===== config.mk =====
export PLATFORM = sky130hd
export DESIGN_NAME = fmr_core
export DESIGN_NICKNAME = d
export VERILOG_FILES = /design/src/fmr_pkg.sv /design/src/fmr_core.sv
export SDC_FILE = /design/constraint.sdc
export NUM_CORES = 1
export LEC_CHECK = 0
export ABC_AREA = 0
export BUFFER_PORTS_ARGS = -buffer_cell sky130_fd_sc_hd__buf_2
export CAP_MARGIN = 10
export CORE_ASPECT_RATIO = 0.9
export CORE_UTILIZATION = 55
export CTS_BUF_LIST = sky130_fd_sc_hd__clkbuf_2 sky130_fd_sc_hd__clkbuf_4 sky130_fd_sc_hd__clkbuf_8
export DETAILED_ROUTE_END_ITERATION = 12
export PLACE_DENSITY = 0.74
export SYNTH_ARGS = -nofsm -noshare
export SYNTH_HDL_FRONTEND = slang
export SYNTH_SLANG_ARGS = --single-unit

===== constraint.sdc =====
create_clock -name sys_clk -period 19.55 [get_ports sys_clk]
set_input_delay 1.955 -clock sys_clk [delete_from_list [all_inputs] [get_ports sys_clk]]
set_output_delay 1.955 -clock sys_clk [all_outputs]
set_load 0.03 [all_outputs]

===== src/fmr_pkg.sv =====
// Contract
// - Modulus accepted from 2 to 4095
// - Interpolator steps once per reference cycle
// - Undithered repeat length follows modulus divisibility
// - Dithered repeat length about two to twenty-one
// - Boost bit forces maximum pump current
// - Boost cleared: lowest current, switch open
// - Sync spacing is count times delay periods
// - Realign count in control bits 15..12
// - Zero realign count disables realignment
// - Load-select high stores delay, not modulus
// - Realign on second sync after strobe
// - Same channel gives same interpolator sequence
// - Only low-spur mode enables dither
//
`default_nettype none

package fmr_pkg;

   // ****************************************
   // Latch word layout
   // ****************************************
   localparam int LATCH_W = 24;
   localparam int ADDR_MSB = 1;
   localparam int ADDR_LSB = 0;
   localparam logic [1:0] ADDR_N_DIV = 2'h0;
   localparam logic [1:0] ADDR_REF_DIV = 2'h1;
   localparam logic [1:0] ADDR_CONTROL = 2'h2;
   localparam logic [1:0] ADDR_NOISE = 2'h3;

   localparam int FRAC_MSB = 14;
   localparam int FRAC_LSB = 3;
   localparam int BOOST_BIT = 23;
   localparam int MOD_MSB = 13;
   localparam int MOD_LSB = 2;
   localparam int LOAD_SEL_BIT = 23;
   localparam int RCNT_MSB = 15;
   localparam int RCNT_LSB = 12;
   localparam int MON_MSB = 22;
   localparam int MON_LSB = 20;
   localparam int NMODE_MSB = 6;
   localparam int NMODE_LSB = 5;

   // ****************************************
   // Codes and reset values
   // ****************************************
   localparam logic [2:0] MON_BOOST_SW = 3'h5;
   localparam logic [1:0] NMODE_LOWEST_NOISE = 2'h0;
   localparam logic [1:0] NMODE_LOW_NOISE_SPUR = 2'h1;
   localparam logic [1:0] NMODE_LOW_SPUR = 2'h2;
   localparam logic [11:0] MOD_MIN = 12'h002;
   localparam logic [11:0] MOD_RST = 12'h002;
   localparam logic [11:0] DITHER_MOD_MIN = 12'h032;
   localparam logic [3:0] CP_MAX = 4'hf;
   localparam logic [3:0] CP_MIN = 4'h0;
   localparam logic [20:0] LFSR_SEED = 21'h000001;

   typedef enum logic [1:0] {RS_IDLE, RS_WAIT1, RS_WAIT2} fmr_rsync_t;

endpackage

`default_nettype wire


===== src/fmr_core.sv =====
`timescale 1ns/1ns
`default_nettype none

module fmr_core #(
   parameter int MOD_W = 12
) (
   input wire logic sys_clk,
   input wire logic reset,
   input wire logic pfd_ref_pin,
   input wire logic latch_strobe,
   input wire logic [fmr_pkg::LATCH_W-1:0] latch_data,
   output logic signed [3:0] sdm_code,
   output logic sdm_valid,
   output logic dither_en,
   output logic [3:0] cp_current,
   output logic boost_switch_closed,
   output logic sync_pulse,
   output logic resync_pulse,
   output logic [MOD_W-1:0] fractional_modulus,
   output logic dither_mod_low
);
   import fmr_pkg::*;

   // ****************************************
   // Input synchronisers
   // ****************************************
   logic pfd_meta_reg, pfd_sync_reg, pfd_last_reg;
   logic stb_meta_reg, stb_sync_reg, stb_last_reg;
   logic [LATCH_W-1:0] data_meta_reg, data_sync_reg;

   always_ff @(posedge sys_clk or posedge reset) begin
      if (reset) begin
         pfd_meta_reg <= 1'b0;
         pfd_sync_reg <= 1'b0;
         pfd_last_reg <= 1'b0;
         stb_meta_reg <= 1'b0;
         stb_sync_reg <= 1'b0;
         stb_last_reg <= 1'b0;
         data_meta_reg <= '0;
         data_sync_reg <= '0;
      end else begin
         pfd_meta_reg <= pfd_ref_pin;
         pfd_sync_reg <= pfd_meta_reg;
         pfd_last_reg <= pfd_sync_reg;
         stb_meta_reg <= latch_strobe;
         stb_sync_reg <= stb_meta_reg;
         stb_last_reg <= stb_sync_reg;
         data_meta_reg <= latch_data;
         data_sync_reg <= data_meta_reg;
      end
   end

   wire ref_tick = pfd_sync_reg & ~pfd_last_reg;
   wire strobe_rise = stb_sync_reg & ~stb_last_reg;

   // ****************************************
   // Latch decode
   // ****************************************
   wire [1:0] wr_addr = data_sync_reg[ADDR_MSB:ADDR_LSB];
   wire wr_n = strobe_rise && (wr_addr == ADDR_N_DIV);
   wire wr_r = strobe_rise && (wr_addr == ADDR_REF_DIV);
   wire wr_c = strobe_rise && (wr_addr == ADDR_CONTROL);
   wire wr_ns = strobe_rise && (wr_addr == ADDR_NOISE);
   wire [MOD_W-1:0] mod_field = data_sync_reg[MOD_MSB:MOD_LSB];
   wire load_sel = data_sync_reg[LOAD_SEL_BIT];
   wire mod_ok = (mod_field >= MOD_MIN);
   wire wr_delay = wr_r && load_sel;
   wire wr_mod = wr_r && !load_sel && mod_ok;

   logic [MOD_W-1:0] frac_reg, mod_reg, delay_reg;
   logic boost_reg;
   logic [3:0] rcount_reg;
   logic [2:0] mon_reg;
   logic [1:0] nmode_reg;

   always_ff @(posedge sys_clk or posedge reset) begin
      if (reset) begin
         frac_reg <= '0;
         boost_reg <= 1'b0;
         mod_reg <= MOD_RST;
         delay_reg <= '0;
         rcount_reg <= 4'h0;
         mon_reg <= 3'h0;
         nmode_reg <= NMODE_LOWEST_NOISE;
      end else begin
         if (wr_n) begin
            frac_reg <= data_sync_reg[FRAC_MSB:FRAC_LSB];
            boost_reg <= data_sync_reg[BOOST_BIT];
         end
         if (wr_mod) begin
            mod_reg <= mod_field;
         end
         if (wr_delay) begin
            delay_reg <= mod_field;
         end
         if (wr_c) begin
            rcount_reg <= data_sync_reg[RCNT_MSB:RCNT_LSB];
            mon_reg <= data_sync_reg[MON_MSB:MON_LSB];
         end
         if (wr_ns) begin
            nmode_reg <= data_sync_reg[NMODE_MSB:NMODE_LSB];
         end
      end
   end

   // ****************************************
   // Third-order interpolator
   // ****************************************
   logic [MOD_W-1:0] acc1_reg, acc2_reg, acc3_reg;
   logic c2d_reg, c3d_reg, c3dd_reg;
   logic [20:0] lfsr_reg;
   logic signed [3:0] code_reg;
   logic valid_reg;

   function automatic logic [MOD_W:0] mod_add(input logic [MOD_W-1:0] a,
         input logic [MOD_W-1:0] b, input logic [MOD_W-1:0] m);
      logic [MOD_W:0] s;
      s = {1'b0, a} + {1'b0, b};
      if (s >= {1'b0, m}) begin
         mod_add = {1'b1, MOD_W'(s - {1'b0, m})};
      end else begin
         mod_add = s;
      end
   endfunction

   wire dith = (nmode_reg == NMODE_LOW_SPUR);
   wire [MOD_W-1:0] frac_eff = (frac_reg >= mod_reg) ? MOD_W'(mod_reg - 1'b1) : frac_reg;
   wire [MOD_W-1:0] in1 = frac_eff + {{(MOD_W-1){1'b0}}, dith & lfsr_reg[0]};
   wire [MOD_W:0] s1 = mod_add(acc1_reg, in1, mod_reg);
   wire [MOD_W:0] s2 = mod_add(acc2_reg, s1[MOD_W-1:0], mod_reg);
   wire [MOD_W:0] s3 = mod_add(acc3_reg, s2[MOD_W-1:0], mod_reg);
   wire c1 = s1[MOD_W];
   wire c2 = s2[MOD_W];
   wire c3 = s3[MOD_W];
   wire signed [3:0] code_next = $signed({3'h0, c1}) + $signed({3'h0, c2})
      - $signed({3'h0, c2d_reg}) + $signed({3'h0, c3})
      - $signed({2'h0, c3d_reg, 1'b0}) + $signed({3'h0, c3dd_reg});
   wire [20:0] lfsr_next = {lfsr_reg[19:0], lfsr_reg[20] ^ lfsr_reg[18]};
   // restart on channel, modulus or noise-mode load
   wire sdm_restart = wr_n || wr_mod || wr_ns;

   always_ff @(posedge sys_clk or posedge reset) begin
      if (reset) begin
         acc1_reg <= '0;
         acc2_reg <= '0;
         acc3_reg <= '0;
         c2d_reg <= 1'b0;
         c3d_reg <= 1'b0;
         c3dd_reg <= 1'b0;
         lfsr_reg <= LFSR_SEED;
         code_reg <= 4'sh0;
         valid_reg <= 1'b0;
      end else begin
         valid_reg <= ref_tick && !sdm_restart;
         if (sdm_restart) begin
            acc1_reg <= '0;
            acc2_reg <= '0;
            acc3_reg <= '0;
            c2d_reg <= 1'b0;
            c3d_reg <= 1'b0;
            c3dd_reg <= 1'b0;
            lfsr_reg <= LFSR_SEED;
            code_reg <= 4'sh0;
         end else if (ref_tick) begin
            acc1_reg <= s1[MOD_W-1:0];
            acc2_reg <= s2[MOD_W-1:0];
            acc3_reg <= s3[MOD_W-1:0];
            c2d_reg <= c2;
            c3d_reg <= c3;
            c3dd_reg <= c3d_reg;
            code_reg <= code_next;
            if (dith) begin
               lfsr_reg <= lfsr_next;
            end
         end
      end
   end

   // ****************************************
   // Fastlock pump and switch
   // ****************************************
   logic [3:0] cp_reg;
   logic sw_reg;

   always_ff @(posedge sys_clk or posedge reset) begin
      if (reset) begin
         cp_reg <= CP_MIN;
         sw_reg <= 1'b0;
      end else begin
         cp_reg <= boost_reg ? CP_MAX : CP_MIN;
         sw_reg <= boost_reg && (mon_reg == MON_BOOST_SW);
      end
   end

   // ****************************************
   // Realign timer
   // ****************************************
   logic [15:0] timer_reg;
   logic sync_reg, resync_reg;
   fmr_rsync_t rs_reg, rs_next;

   wire [15:0] interval = 16'(rcount_reg) * 16'(delay_reg);
   wire rs_enable = (rcount_reg != 4'h0) && (delay_reg != '0);
   wire [15:0] timer_inc = timer_reg + 16'h0001;
   wire sync_hit = rs_enable && ref_tick && (timer_inc >= interval);

   always_comb begin
      rs_next = rs_reg;
      case (rs_reg)
         RS_IDLE: rs_next = RS_IDLE;
         RS_WAIT1: if (sync_hit) rs_next = RS_WAIT2;
         RS_WAIT2: if (sync_hit) rs_next = RS_IDLE;
         default: rs_next = RS_IDLE;
      endcase
      if (wr_n) begin
         rs_next = RS_WAIT1;
      end
      if (!rs_enable) begin
         rs_next = RS_IDLE;
      end
   end

   always_ff @(posedge sys_clk or posedge reset) begin
      if (reset) begin
         timer_reg <= 16'h0000;
         sync_reg <= 1'b0;
         resync_reg <= 1'b0;
         rs_reg <= RS_IDLE;
      end else begin
         sync_reg <= sync_hit;
         resync_reg <= sync_hit && (rs_reg == RS_WAIT2) && !wr_n;
         rs_reg <= rs_next;
         if (!rs_enable || sync_hit) begin
            timer_reg <= 16'h0000;
         end else if (ref_tick) begin
            timer_reg <= timer_inc;
         end
      end
   end

   // ****************************************
   // Outputs
   // ****************************************
   assign sdm_code = code_reg;
   assign sdm_valid = valid_reg;
   assign dither_en = dith;
   assign cp_current = cp_reg;
   assign boost_switch_closed = sw_reg;
   assign sync_pulse = sync_reg;
   assign resync_pulse = resync_reg;
   assign fractional_modulus = mod_reg;
   assign dither_mod_low = dith && (mod_reg < DITHER_MOD_MIN);

   // ****************************************
   // Assertions
   // ****************************************
   AST_MOD_RANGE: assert property (@(posedge sys_clk) disable iff (reset)
      mod_reg >= MOD_MIN)
      else $error("modulus below two");

   AST_STEP_PER_REF: assert property (@(posedge sys_clk) disable iff (reset)
      (ref_tick && !sdm_restart) |=> sdm_valid ##1 !sdm_valid)
      else $error("interpolator step not one per reference edge");

   AST_ZERO_FRAC: assert property (@(posedge sys_clk) disable iff (reset)
      (!dith && frac_reg == '0 && $past(frac_reg) == '0 && sdm_valid) |-> sdm_code == 4'sh0)
      else $error("zero fraction gave nonzero code");

   AST_DITHER_MOVES: assert property (@(posedge sys_clk) disable iff (reset)
      (dith && ref_tick && !sdm_restart) |=> lfsr_reg != $past(lfsr_reg))
      else $error("dither sequence stalled");

   AST_BOOST_MAX: assert property (@(posedge sys_clk) disable iff (reset)
      boost_reg [*2] |-> cp_current == CP_MAX)
      else $error("boost without maximum current");

   AST_BOOST_OFF: assert property (@(posedge sys_clk) disable iff (reset)
      $fell(boost_reg) |=> (cp_current == CP_MIN && !boost_switch_closed))
      else $error("boost clear left pump high or switch closed");

   AST_REALIGN_OFF: assert property (@(posedge sys_clk) disable iff (reset)
      (rcount_reg == 4'h0 && $past(rcount_reg) == 4'h0) |-> !sync_pulse)
      else $error("sync pulse with realignment disabled");

   AST_DELAY_LOAD: assert property (@(posedge sys_clk) disable iff (reset)
      wr_delay |=> (delay_reg == $past(mod_field) && $stable(mod_reg)))
      else $error("load-select write misrouted");

   AST_TIMER_RELOAD: assert property (@(posedge sys_clk) disable iff (reset)
      sync_pulse |-> (timer_reg == 16'h0000 && $past(timer_inc) >= $past(interval)))
      else $error("sync pulse without interval");

   AST_SECOND_SYNC: assert property (@(posedge sys_clk) disable iff (reset)
      resync_pulse |-> (sync_pulse && $past(rs_reg) == RS_WAIT2))
      else $error("realign not on second sync");

   AST_CHANNEL_REPEAT: assert property (@(posedge sys_clk) disable iff (reset)
      wr_n |=> (acc1_reg == '0 && acc3_reg == '0 && lfsr_reg == LFSR_SEED))
      else $error("interpolator not restarted on load");

endmodule

`default_nettype wire


# Word level (Yosys, flattened, before mapping)
# Index checks and enable logic that the tools add are counted.
dict set report word_totals {
  ff_bits 190
  output_inout_bits 26
  in_bits 28
  wordCells 126
}
dict set report classes {
  multipliers 1
  n_bitwise 6
  n_addsub 14
  magnitude_cmp 7
  n_eq_ne 9
  mux 29
  reduce_logical 30
}
# operator count
set op_table {}
lappend op_table {{two-way mux 12 bit} 7}
lappend op_table {{two-way mux 21 bit} 3}
lappend op_table {{adder 12 x 12 -> 13 bit} 3}
lappend op_table {{>= comparator 13 x 12 -> 1 bit} 3}
lappend op_table {{two-way mux 13 bit} 3}
lappend op_table {{subtractor 12 bit} 3}
lappend op_table {{two-way mux 16 bit} 2}
lappend op_table {{adder 16 x 1 -> 16 bit (second input constant)} 1}
lappend op_table {{>= comparator 16 bit} 1}
lappend op_table {{multiplier 4 x 12 -> 16 bit} 1}
lappend op_table {{logical AND 1 bit} 15}
lappend op_table {{adder 12 x 1 -> 12 bit} 1}
lappend op_table {{>= comparator 12 bit} 1}
lappend op_table {{>= comparator 12 x 2 -> 1 bit (second input constant)} 1}
lappend op_table {{< comparator 12 x 6 -> 1 bit (second input constant)} 1}
lappend op_table {{two-way mux 4 bit} 3}
lappend op_table {{nonzero test 12 bit} 1}
lappend op_table {{subtractor 12 x 1 -> 12 bit (second input constant)} 1}
lappend op_table {{== test 2 bit (second input constant)} 4}
lappend op_table {{two-way mux 2 bit} 4}
lappend op_table {{!= test 4 bit (second input constant)} 2}
lappend op_table {{two-way mux 1 bit} 6}
lappend op_table {{nonzero test 2 bit} 3}
lappend op_table {{adder 3 x 2 -> 4 bit} 1}
lappend op_table {{other kinds (15)} 25}

# Longest topological paths before layout
# Gate-level depths: netlist of run 1.
dict set report logic_depth {
  ltp_word 17
  depth_mapped 72
  depth_no_buf 67
}

# Least setup slack after synthesis of run 1
# Ideal clock, no wire load.
dict set report synth_timing {
  path_kind {flip-flop to flip-flop}
  from {register mod_reg[7], in the netlist fractional_modulus[7]}
  to {register code_reg[2], in the netlist sdm_code[2]}
  setup_ps 132
  required_time_ps 19418
  arrival_ps 13125
  path_buffers 6
  synth_period_minus_slack_ps 13257
  stages_incl_launch_ff 69
  setup_slack_ps 6293
  path_cell_list {dfrtp_1 > clkbuf_1 > inv_1 > ha_1 > a21oi_1 > o21ai_0 > a21oi_1 > o21ai_0 > a21oi_1 > clkbuf_1 > clkbuf_1 > nand2_1 > o21ai_0 > ha_1 > nor2b_1 > nand2_1 > nor4b_1 > xnor2_1 > [... 33 more ...] > fa_1 > nor2b_1 > o31a_1 > o21ai_0 > o21ai_0 > xnor2_1 > ha_1 > a21o_1 > a211oi_1 > o21ai_0 > a211oi_2 > buf_2 > fa_1 > ha_1 > xor2_1 > nor2_1 > a21oi_1 > nor2_1}
}
dict set report synth_between {
  elab_chain_cells 17
  word_cells_on_any_way 22
  classes_between {add/sub: 12; order compare: 4; mux: 6}
}
# item line
set synth_rtl {}
lappend synth_rtl {{start: declaration} fmr_core.sv:70} ;# logic [MOD_W-1:0] frac_reg, mod_reg, delay_reg;
lappend synth_rtl {{start signal: assignment} fmr_core.sv:91} ;# mod_reg <= mod_field;
lappend synth_rtl {{subtractor 12 x 1 -> 12 bit / >= comparator 12 bit (equally long branches)} fmr_core.sv:127} ;# wire [MOD_W-1:0] frac_eff = (frac_reg >= mod_reg) ? MOD_W'(mod_reg - 1'b1) : frac_reg;
lappend synth_rtl {{two-way mux 12 bit} fmr_core.sv:127}
lappend synth_rtl {{adder 12 x 1 -> 12 bit} fmr_core.sv:128} ;# wire [MOD_W-1:0] in1 = frac_eff + {{(MOD_W-1){1'b0}}, dith & lfsr_reg[0]};
lappend synth_rtl {{adder 12 x 12 -> 13 bit} fmr_core.sv:118} ;# s = {1'b0, a} + {1'b0, b};
lappend synth_rtl {{subtractor 12 bit / >= comparator 13 x 12 -> 1 bit (equally long branches)} {fmr_core.sv:120, fmr_core.sv:119}}
lappend synth_rtl {{two-way mux 13 bit} fmr_core.sv:119} ;# if (s >= {1'b0, m}) begin
lappend synth_rtl {{adder 12 x 12 -> 13 bit} fmr_core.sv:118}
lappend synth_rtl {{subtractor 12 bit / >= comparator 13 x 12 -> 1 bit (equally long branches)} {fmr_core.sv:120, fmr_core.sv:119}}
lappend synth_rtl {{two-way mux 13 bit} fmr_core.sv:119}
lappend synth_rtl {{adder 12 x 12 -> 13 bit} fmr_core.sv:118}
lappend synth_rtl {{>= comparator 13 x 12 -> 1 bit} fmr_core.sv:119}
lappend synth_rtl {{two-way mux 13 bit} fmr_core.sv:119}
lappend synth_rtl {{adder 3 x 2 -> 4 bit (*)} fmr_core.sv:136} ;# - $signed({3'h0, c2d_reg}) + $signed({3'h0, c3})
lappend synth_rtl {{subtractor 4 x 3 -> 4 bit (*)} fmr_core.sv:137} ;# - $signed({2'h0, c3d_reg, 1'b0}) + $signed({3'h0, c3dd_reg});
lappend synth_rtl {{adder 4 x 2 -> 4 bit (*)} fmr_core.sv:137}
lappend synth_rtl {{two-way mux 4 bit (*)} fmr_core.sv:164} ;# end else if (ref_tick) begin
lappend synth_rtl {{two-way mux 4 bit (*)} fmr_core.sv:155} ;# if (sdm_restart) begin
lappend synth_rtl {{end signal: assignment} fmr_core.sv:171} ;# code_reg <= code_next;
lappend synth_rtl {{end: declaration} fmr_core.sv:112} ;# logic signed [3:0] code_reg;
# Every way passes the cells marked *; elsewhere a longest branch is shown, timed or not. The select of a mux whose other input is x is not followed.
# A chain may end at the register's enable or synchronous reset.

# Final worst setup path of run 1
dict set report layout_timing {
  from {register mod_reg[1], in the netlist fractional_modulus[1]}
  to {register code_reg[2], in the netlist sdm_code[2]}
}
# Same word-level chain as after synthesis.

==> flow_metrics.py, run 1 <==
metrics = {
    "outcome": {
        "status": "complete, no violations",
    },
    "drt": {
        "vias": 9991,
        "dr.pass1.iters": 5,
        "wire_per_inst_um": 15.93,
        "route.detailed.drc": 0,
        "drtIter0Drc": 847,
        "routed_wl_um": 27840,
        "vias_per_cell": 5.719,
        "ant_nets": 0,
    },
    "yosys": {
        "ys_warn_count": 0,
        "ys_types": 66,
        "netlist_area_mm2": 0.01288,
        "synthFlopType": "dfrtp_1",
        "syn-num-nets": 1593,
        "avgSynthCellArea_um2": 9.164,
        "ys_seq_area_share_pct": 34.78,
        "synth_async_sr_flop_share_pct": 100.0,
        "syn_inst": 1406,
        "ys_seq_elements": 179,
        "synth_edf_count": 0,
    },
    "global_routing": {
        "grt_usage_pct": 24.38,
        "grt_remaining_overflow": 0,
        "antenna_found_initial": 0,
        "grt_pass1_vias": 9395,
        "grt_pass1_wl_um": 46840,
        "grt_max_degree": 116,
    },
    "final_layout": {
        "largest_reg_flops": 21,
        "mostFrequentLayoutCells": "dfrtp_1 (177), nand2_1 (157), nor2_1 (135)",
        "regArea_mm2": 0.004482,
        "diodes": 0,
        "fin_nets": 1624,
        "fill_cells": 1921,
        "final_common_cell": "dfrtp_1",
        "drive_gt1_share_pct": 11.79,
        "syn2layout_area_growth_pct": 7.759,
        "multiInputGateArea_mm2": 0.007944,
        "finalNonFillerCells": 1747,
    },
    "clocking": {
        "htree_levels": 4,
        "clk_latency_ns": 0.50,
        "ctsResizeCount": 0,
        "cts_tree": "done",
        "post_cts_buffers": 0,
        "path_clk_slew_ns": 0.12,
        "clkSinkCount": 179,
        "cts_buffers": 17,
        "clockBufferDepth": 2,
        "hold_buffers": 0,
        "cts_root_buf": "clkbuf_8",
    },
    "worst_hold_path": {
        "hold_depth": 0,
        "hold_end": "data_sync_reg[0]$_DFF_PP0_",
        "hold_class": "flop to flop",
        "hp-start": "data_meta_reg[0]$_DFF_PP0_",
    },
    "sta": {
        "final_hold_viol_count": 0,
        "slew_headroom_pct": 23.28,
        "worst_pin_slew_ns": 1.149,
        "setup-tns-final_ns": 0,
        "final_max_slew_viol_count": 0,
        "period_needed_ns": 15.69,
        "rsz0062_at_grt": "false",
        "final-setup-viol-count": 0,
        "period_share_pct": 80.27,
        "fin_skew_ns": 0.03139,
        "fmax_ghz": 0.06373,
        "final.setup.worst_slack_ns": 3.858,
    },
    "die": {
        "die_w_um": 163.3,
        "die_area_mm2": 0.02404,
        "rows": 52,
        "core_area_mm2": 0.02271,
        "fp.dieH_um": 147.2,
        "io_pins": 54,
        "start_util_pct": 56.74,
    },
    "setup_path": {
        "path_class": "flop to flop",
        "crit_path_max_incr_delay_ns": 0.95,
        "cp_common_cell": "o21ai_0",
        "required_ns": 19.89,
        "reg2reg_setup_slack_ns": 3.86,
        "arrival_ns": 16.03,
        "start_kind": "flop",
        "r2r_start": "fractional_modulus[1]$_DFFE_PP1P_",
        "endpoint_kind": "flop",
        "crit_start": "fractional_modulus[1]$_DFFE_PP1P_",
        "worst-path-max-fanout": 26,
        "rr_worst_depth": 65,
        "slowest_stage": "a211oi_2",
        "r2r_end": "sdm_code[2]$_DFFE_PP0P_",
    },
    "job": {
        "drv_cap": 0,
    },
    "placement": {
        "dpl.cell_count": 1714,
        "preCtsSetupSlack_ns": 4.163,
        "io_buffers": 49,
        "gp_congestion": 0.8567,
        "place.detailed.hpwl_um": 20360,
    },
}
-- how the worst max path moves through the flow --
stage / endpoint
final: sdm_code[2]$_DFFE_PP0P_
after global routing: sdm_code[2]$_DFFE_PP0P_
after CTS: sdm_code[2]$_DFFE_PP0P_
after detailed placement: sdm_code[2]$_DFFE_PP0P_
after global placement: sdm_code[2]$_DFFE_PP0P_
after floorplan: sdm_code[2]$_DFFE_PP0P_
-- through the flow --
step	instance area, µm²	hold WS (ns)	util, %
global route	13880	0.3673	61.15
finish	13880	0.3615	61.15
global placement	13430	0.3318	59.14
floorplan	12880	0.3312	-
CTS	13880	0.3638	61.13
detailed placement	13430	0.3347	59.14
-- layout make-up --
cell class | instances | share of cell area, %
Inverter | 79 | 2.190
Sequential cell | 179 | 32.28
Timing Repair Buffer | 61 | 2.397
Multi-Input combinational cell | 1099 | 57.21
Clock buffer | 17 | 1.685
Clock inverter | 15 | 1.559
Tap cell | 297 | 2.676
-- logic make-up after synthesis --
kind of cell	Yosys count	synth area share, %
AO/OA/AOI/OAI	307	15.09
XOR/XNOR	103	7.001
adder cells (fa/ha/maj)	159	17.07
buffers and inverters	128	3.933
flip-flops	179	34.78
multiplexers	62	5.302
AND/OR/NAND/NOR	468	16.82
-- routing by layer --
metal  GRT usage, %  routed length [µm]  up-vias
met5              0                   0        -
met4          5.374                 323        0
met3          3.360                1340       26
met2          38.22               12490      226
met1          35.70               13680     4756
li1               -                   -     4983
-- cells in the mapped netlist (all sizes together), types with 7 or more instances --
master | n | area share (%)
dfrtp | 177 | 34
nand2 | 157 | 4.6
nor2 | 135 | 3.9
ha | 131 | 13
a21oi | 104 | 4.0
inv | 79 | 2.3
o21ai | 69 | 2.7
xnor2 | 67 | 4.6
mux2 | 50 | 4.4
xor2 | 36 | 2.4
nor3 | 35 | 1.4
clkbuf | 33 | 0.96
fa | 28 | 4.4
nand3 | 28 | 1.1
a211oi | 27 | 1.6
and2 | 22 | 1.1
o21a | 20 | 1.2
a21o | 19 | 1.1
nand2b | 17 | 0.83
buf | 16 | 0.67
nor2b | 15 | 0.73
mux2i | 12 | 0.93
a31oi | 10 | 0.53
nand4 | 10 | 0.49
nor4 | 10 | 0.49
and3 | 8 | 0.39
o21bai | 7 | 0.41
or2 | 7 | 0.34
-- worst max-delay path: cells and delay by family (launching register included) --
kind                       cells  cell delay (ns)
DFF                            1             0.72
AOI/OAI and AO/OA             28             6.51
buffers and inverters          6             1.63
and+or+nand+nor               14             2.21
adders and majority gates     10             2.88
xor gates and xnor gates       5             0.83
muxes                          2             0.76
Power of run 1 is not shown: default switching activity piles up to over one toggle a cycle in this logic, so the estimate is an artifact.
==> inputs of run 2 (changes only) <==
--- a/config.mk
+++ b/config.mk
@@ -5,14 +5,14 @@
 export SDC_FILE = /design/constraint.sdc
 export NUM_CORES = 1
 export LEC_CHECK = 0
-export ABC_AREA = 0
+export ABC_AREA = 1
 export BUFFER_PORTS_ARGS = -buffer_cell sky130_fd_sc_hd__buf_2
 export CAP_MARGIN = 10
 export CORE_ASPECT_RATIO = 0.9
 export CORE_UTILIZATION = 55
 export CTS_BUF_LIST = sky130_fd_sc_hd__clkbuf_2 sky130_fd_sc_hd__clkbuf_4 sky130_fd_sc_hd__clkbuf_8
 export DETAILED_ROUTE_END_ITERATION = 12
-export PLACE_DENSITY = 0.74
+export PLACE_DENSITY = 0.77
 export SYNTH_ARGS = -nofsm -noshare
 export SYNTH_HDL_FRONTEND = slang
 export SYNTH_SLANG_ARGS = --single-unit
==> constraint.sdc (replaced) <==
create_clock -name sys_clk -period 13.2 [get_ports sys_clk]
set_input_delay 1.32 -clock sys_clk [delete_from_list [all_inputs] [get_ports sys_clk]]
set_output_delay 1.32 -clock sys_clk [all_outputs]
set_load 0.03 [all_outputs]
==> run 2 against run 1 <==
Sequential cell count unchanged. Wire length increased by 16%. Non-clock buffer count increased by 8. Clock-buffer cell count unchanged. Largest cell class unchanged. Hold slack got worse by 0.0045 ns. Maximum frequency increased by 30%. Global-route usage increased by 2.0 points. Critical endpoint unchanged. Register-to-register slack got worse by 2.7 ns. Synthesized cell count increased by 26%. Critical path type unchanged.
==> flow_metrics.py, run 2 <==
metrics = {
    "drt": {
        "ant_nets": 0,
        "vias": 11630,
        "routed_wl_um": 32190,
        "drtIter0Drc": 767,
        "dr.pass1.iters": 5,
        "route.detailed.drc": 0,
        "wire_per_inst_um": 15.03,
        "vias_per_cell": 5.427,
    },
    "die": {
        "die_w_um": 167.8,
        "fp.dieH_um": 151.3,
        "die_area_mm2": 0.02539,
        "rows": 54,
        "io_pins": 54,
        "start_util_pct": 56.13,
        "core_area_mm2": 0.02426,
    },
    "yosys": {
        "ys_warn_count": 0,
        "syn-num-nets": 1961,
        "synth_edf_count": 0,
        "ys_seq_elements": 179,
        "yosysTopAreaCell": "dfrtp_1",
        "syn_inst": 1774,
        "synth_commonest_cells": "nand2_1 (494), inv_1 (236), dfrtp_1 (177), nand3_1 (147), ha_1 (131)",
        "synth_most_common_cell": "nand2_1",
        "netlist_top_cells_area": "dfrtp_1 (33%), nand2_1 (14%), ha_1 (12%), inv_1 (6.5%), nand3_1 (5.4%)",
        "synthFlopType": "dfrtp_1",
        "ys_types": 50,
        "ys_seq_area_share_pct": 32.92,
        "avgSynthCellArea_um2": 7.674,
        "synth_async_sr_flop_share_pct": 100.0,
        "netlist_area_mm2": 0.01361,
        "synth_top_area_share_pct": 32.53,
    },
    "setup_path": {
        "crit_path_max_incr_delay_ns": 0.44,
        "worst-path-max-fanout": 12,
        "arrival_ns": 12.43,
        "cp_common_cell": "nand3_1",
        "start_kind": "flop",
        "path_class": "flop to flop",
        "endpoint_kind": "flop",
        "slowest_stage": "dfrtp_1",
        "required_ns": 13.57,
    },
    "final_layout": {
        "final_common_cell": "nand2_1",
        "fin_nets": 2008,
        "diodes": 0,
        "drive_gt1_share_pct": 8.942,
        "fill_cells": 2137,
        "stdcell_area_mm2": 0.01462,
        "largest_reg_flops": 21,
        "syn2layout_area_growth_pct": 7.398,
        "mostFrequentLayoutCells": "nand2_1 (494), inv_1 (233), dfrtp_1 (177)",
    },
    "job": {
        "drv_cap": 0,
    },
    "sta": {
        "rsz0062_at_grt": "false",
        "period_share_pct": 91.34,
        "fin_skew_ns": 0.02073,
        "slew_headroom_pct": 26.98,
        "final_hold_viol_count": 0,
        "setup-tns-final_ns": 0,
        "worst_pin_slew_ns": 1.093,
        "period_needed_ns": 12.06,
        "fmax_ghz": 0.08294,
        "final_max_slew_viol_count": 0,
        "final-setup-viol-count": 0,
        "final.setup.worst_slack_ns": 1.142,
    },
    "clocking": {
        "htree_levels": 4,
        "clk_latency_ns": 0.49,
        "clockBufferDepth": 2,
        "cts_tree": "done",
        "path_clk_slew_ns": 0.12,
        "clkSinkCount": 179,
        "cts_root_buf": "clkbuf_8",
        "cts_buffers": 17,
    },
    "global_routing": {
        "grt_pass1_wl_um": 52670,
        "grt_usage_pct": 26.40,
        "antenna_found_initial": 0,
        "grt_pass1_vias": 10900,
        "grt_max_degree": 106,
        "grt_remaining_overflow": 0,
    },
    "outcome": {
        "status": "complete, no violations",
    },
    "placement": {
        "dpl_cell_area_mm2": 0.01412,
        "gp_congestion": 0.9436,
        "io_buffers": 49,
        "place.detailed.hpwl_um": 24480,
        "preCtsSetupSlack_ns": 1.083,
    },
    "worst_hold_path": {
        "hold_class": "flop to flop",
    },
}
run 2: changes by cell type in the layout (fill, tap and decap cells not counted), moves of 23 or more:
cell | before | now
nor2_1 | 135 | 68
nand3_1 | 28 | 147
xnor2_1 | 67 | 22
inv_1 | 78 | 233
mux2_2 | 50 | 3
nand2_1 | 157 | 494
a211oi_1 | 26 | 1
xor2_1 | 36 | 59
run 2: worst max-delay path, delay by kind of cell, from the launching register on:
family                   cells  cell delay [ns]
AND/OR/NAND/NOR             40             4.53
XOR/XNOR                     3             0.68
adder cells (fa/ha/maj)     13             3.96
AO/OA/AOI/OAI                6             1.09
buffers and inverters       13             1.24
flip-flops                   1             0.44
run 2: logic make-up after synthesis:
family                     share of synthesized area [%]
xor gates and xnor gates                           5.275
adders and majority gates                          16.16
AOI/OAI and AO/OA                                  9.154
muxes                                             0.2481
buffers and inverters                              8.694
and+or+nand+nor                                    27.55
DFF                                                32.92
run 2: final timing paths:
kind / from / slack (ns) / endpoint / cells after the start
max: fractional_modulus[9]$_DFFE_PP0P_ / 1.14 / sdm_code[2]$_DFFE_PP0P_ / 75
max reg2reg: fractional_modulus[9]$_DFFE_PP0P_ / 1.14 / sdm_code[2]$_DFFE_PP0P_ / 75
min: data_meta_reg[9]$_DFF_PP0_ / 0.36 / data_sync_reg[9]$_DFF_PP0_ / 0
min in group asynchronous: reset / 0.95 / data_meta_reg[21]$_DFF_PP0_ / 2
min reg2reg: data_meta_reg[9]$_DFF_PP0_ / 0.36 / data_sync_reg[9]$_DFF_PP0_ / 0
max in group asynchronous: reset / 10.81 / lfsr_reg[2]$_DFFE_PP0P_ / 3
run 2: cell type report:
cell class	instances	area (µm²)	share of cell area, %
timing repair buffer	69	395.4	2.704
tap	308	385.4	2.636
inverter	251	957.2	6.546
clock buffer	17	234.0	1.600
clock inverter	15	207.7	1.421
multi-input combinational	1303	7960	54.44
sequential	179	4482	30.65
run 2: metrics by stage:
step                util, %  hold slack [ns]  instances
floorplan                 -           0.3312       1774
detailed placement    58.20           0.3347       2104
global route          60.28           0.3615       2142
finish                60.28           0.3570       2142
global placement      58.20           0.3312       2104
CTS                   60.02           0.3626       2136
run 2: what timing repair did:
action,in CTS,in global routing
hold buffers,0,0
setup endpoints to repair,0,4
gates resized for setup,0,4
buffers inserted,0,6
run 2: routing by layer:
metal  wire length [µm]  GRT usage [%]  vias to the layer above
li1                   -              -                     5822
met1              15420          37.11                     5384
met2              13880          40.92                      357
met3               2000          4.991                       62
met4                899          9.037                        0
met5                  0              0                        -
Power of run 2 is left out for the same reason.
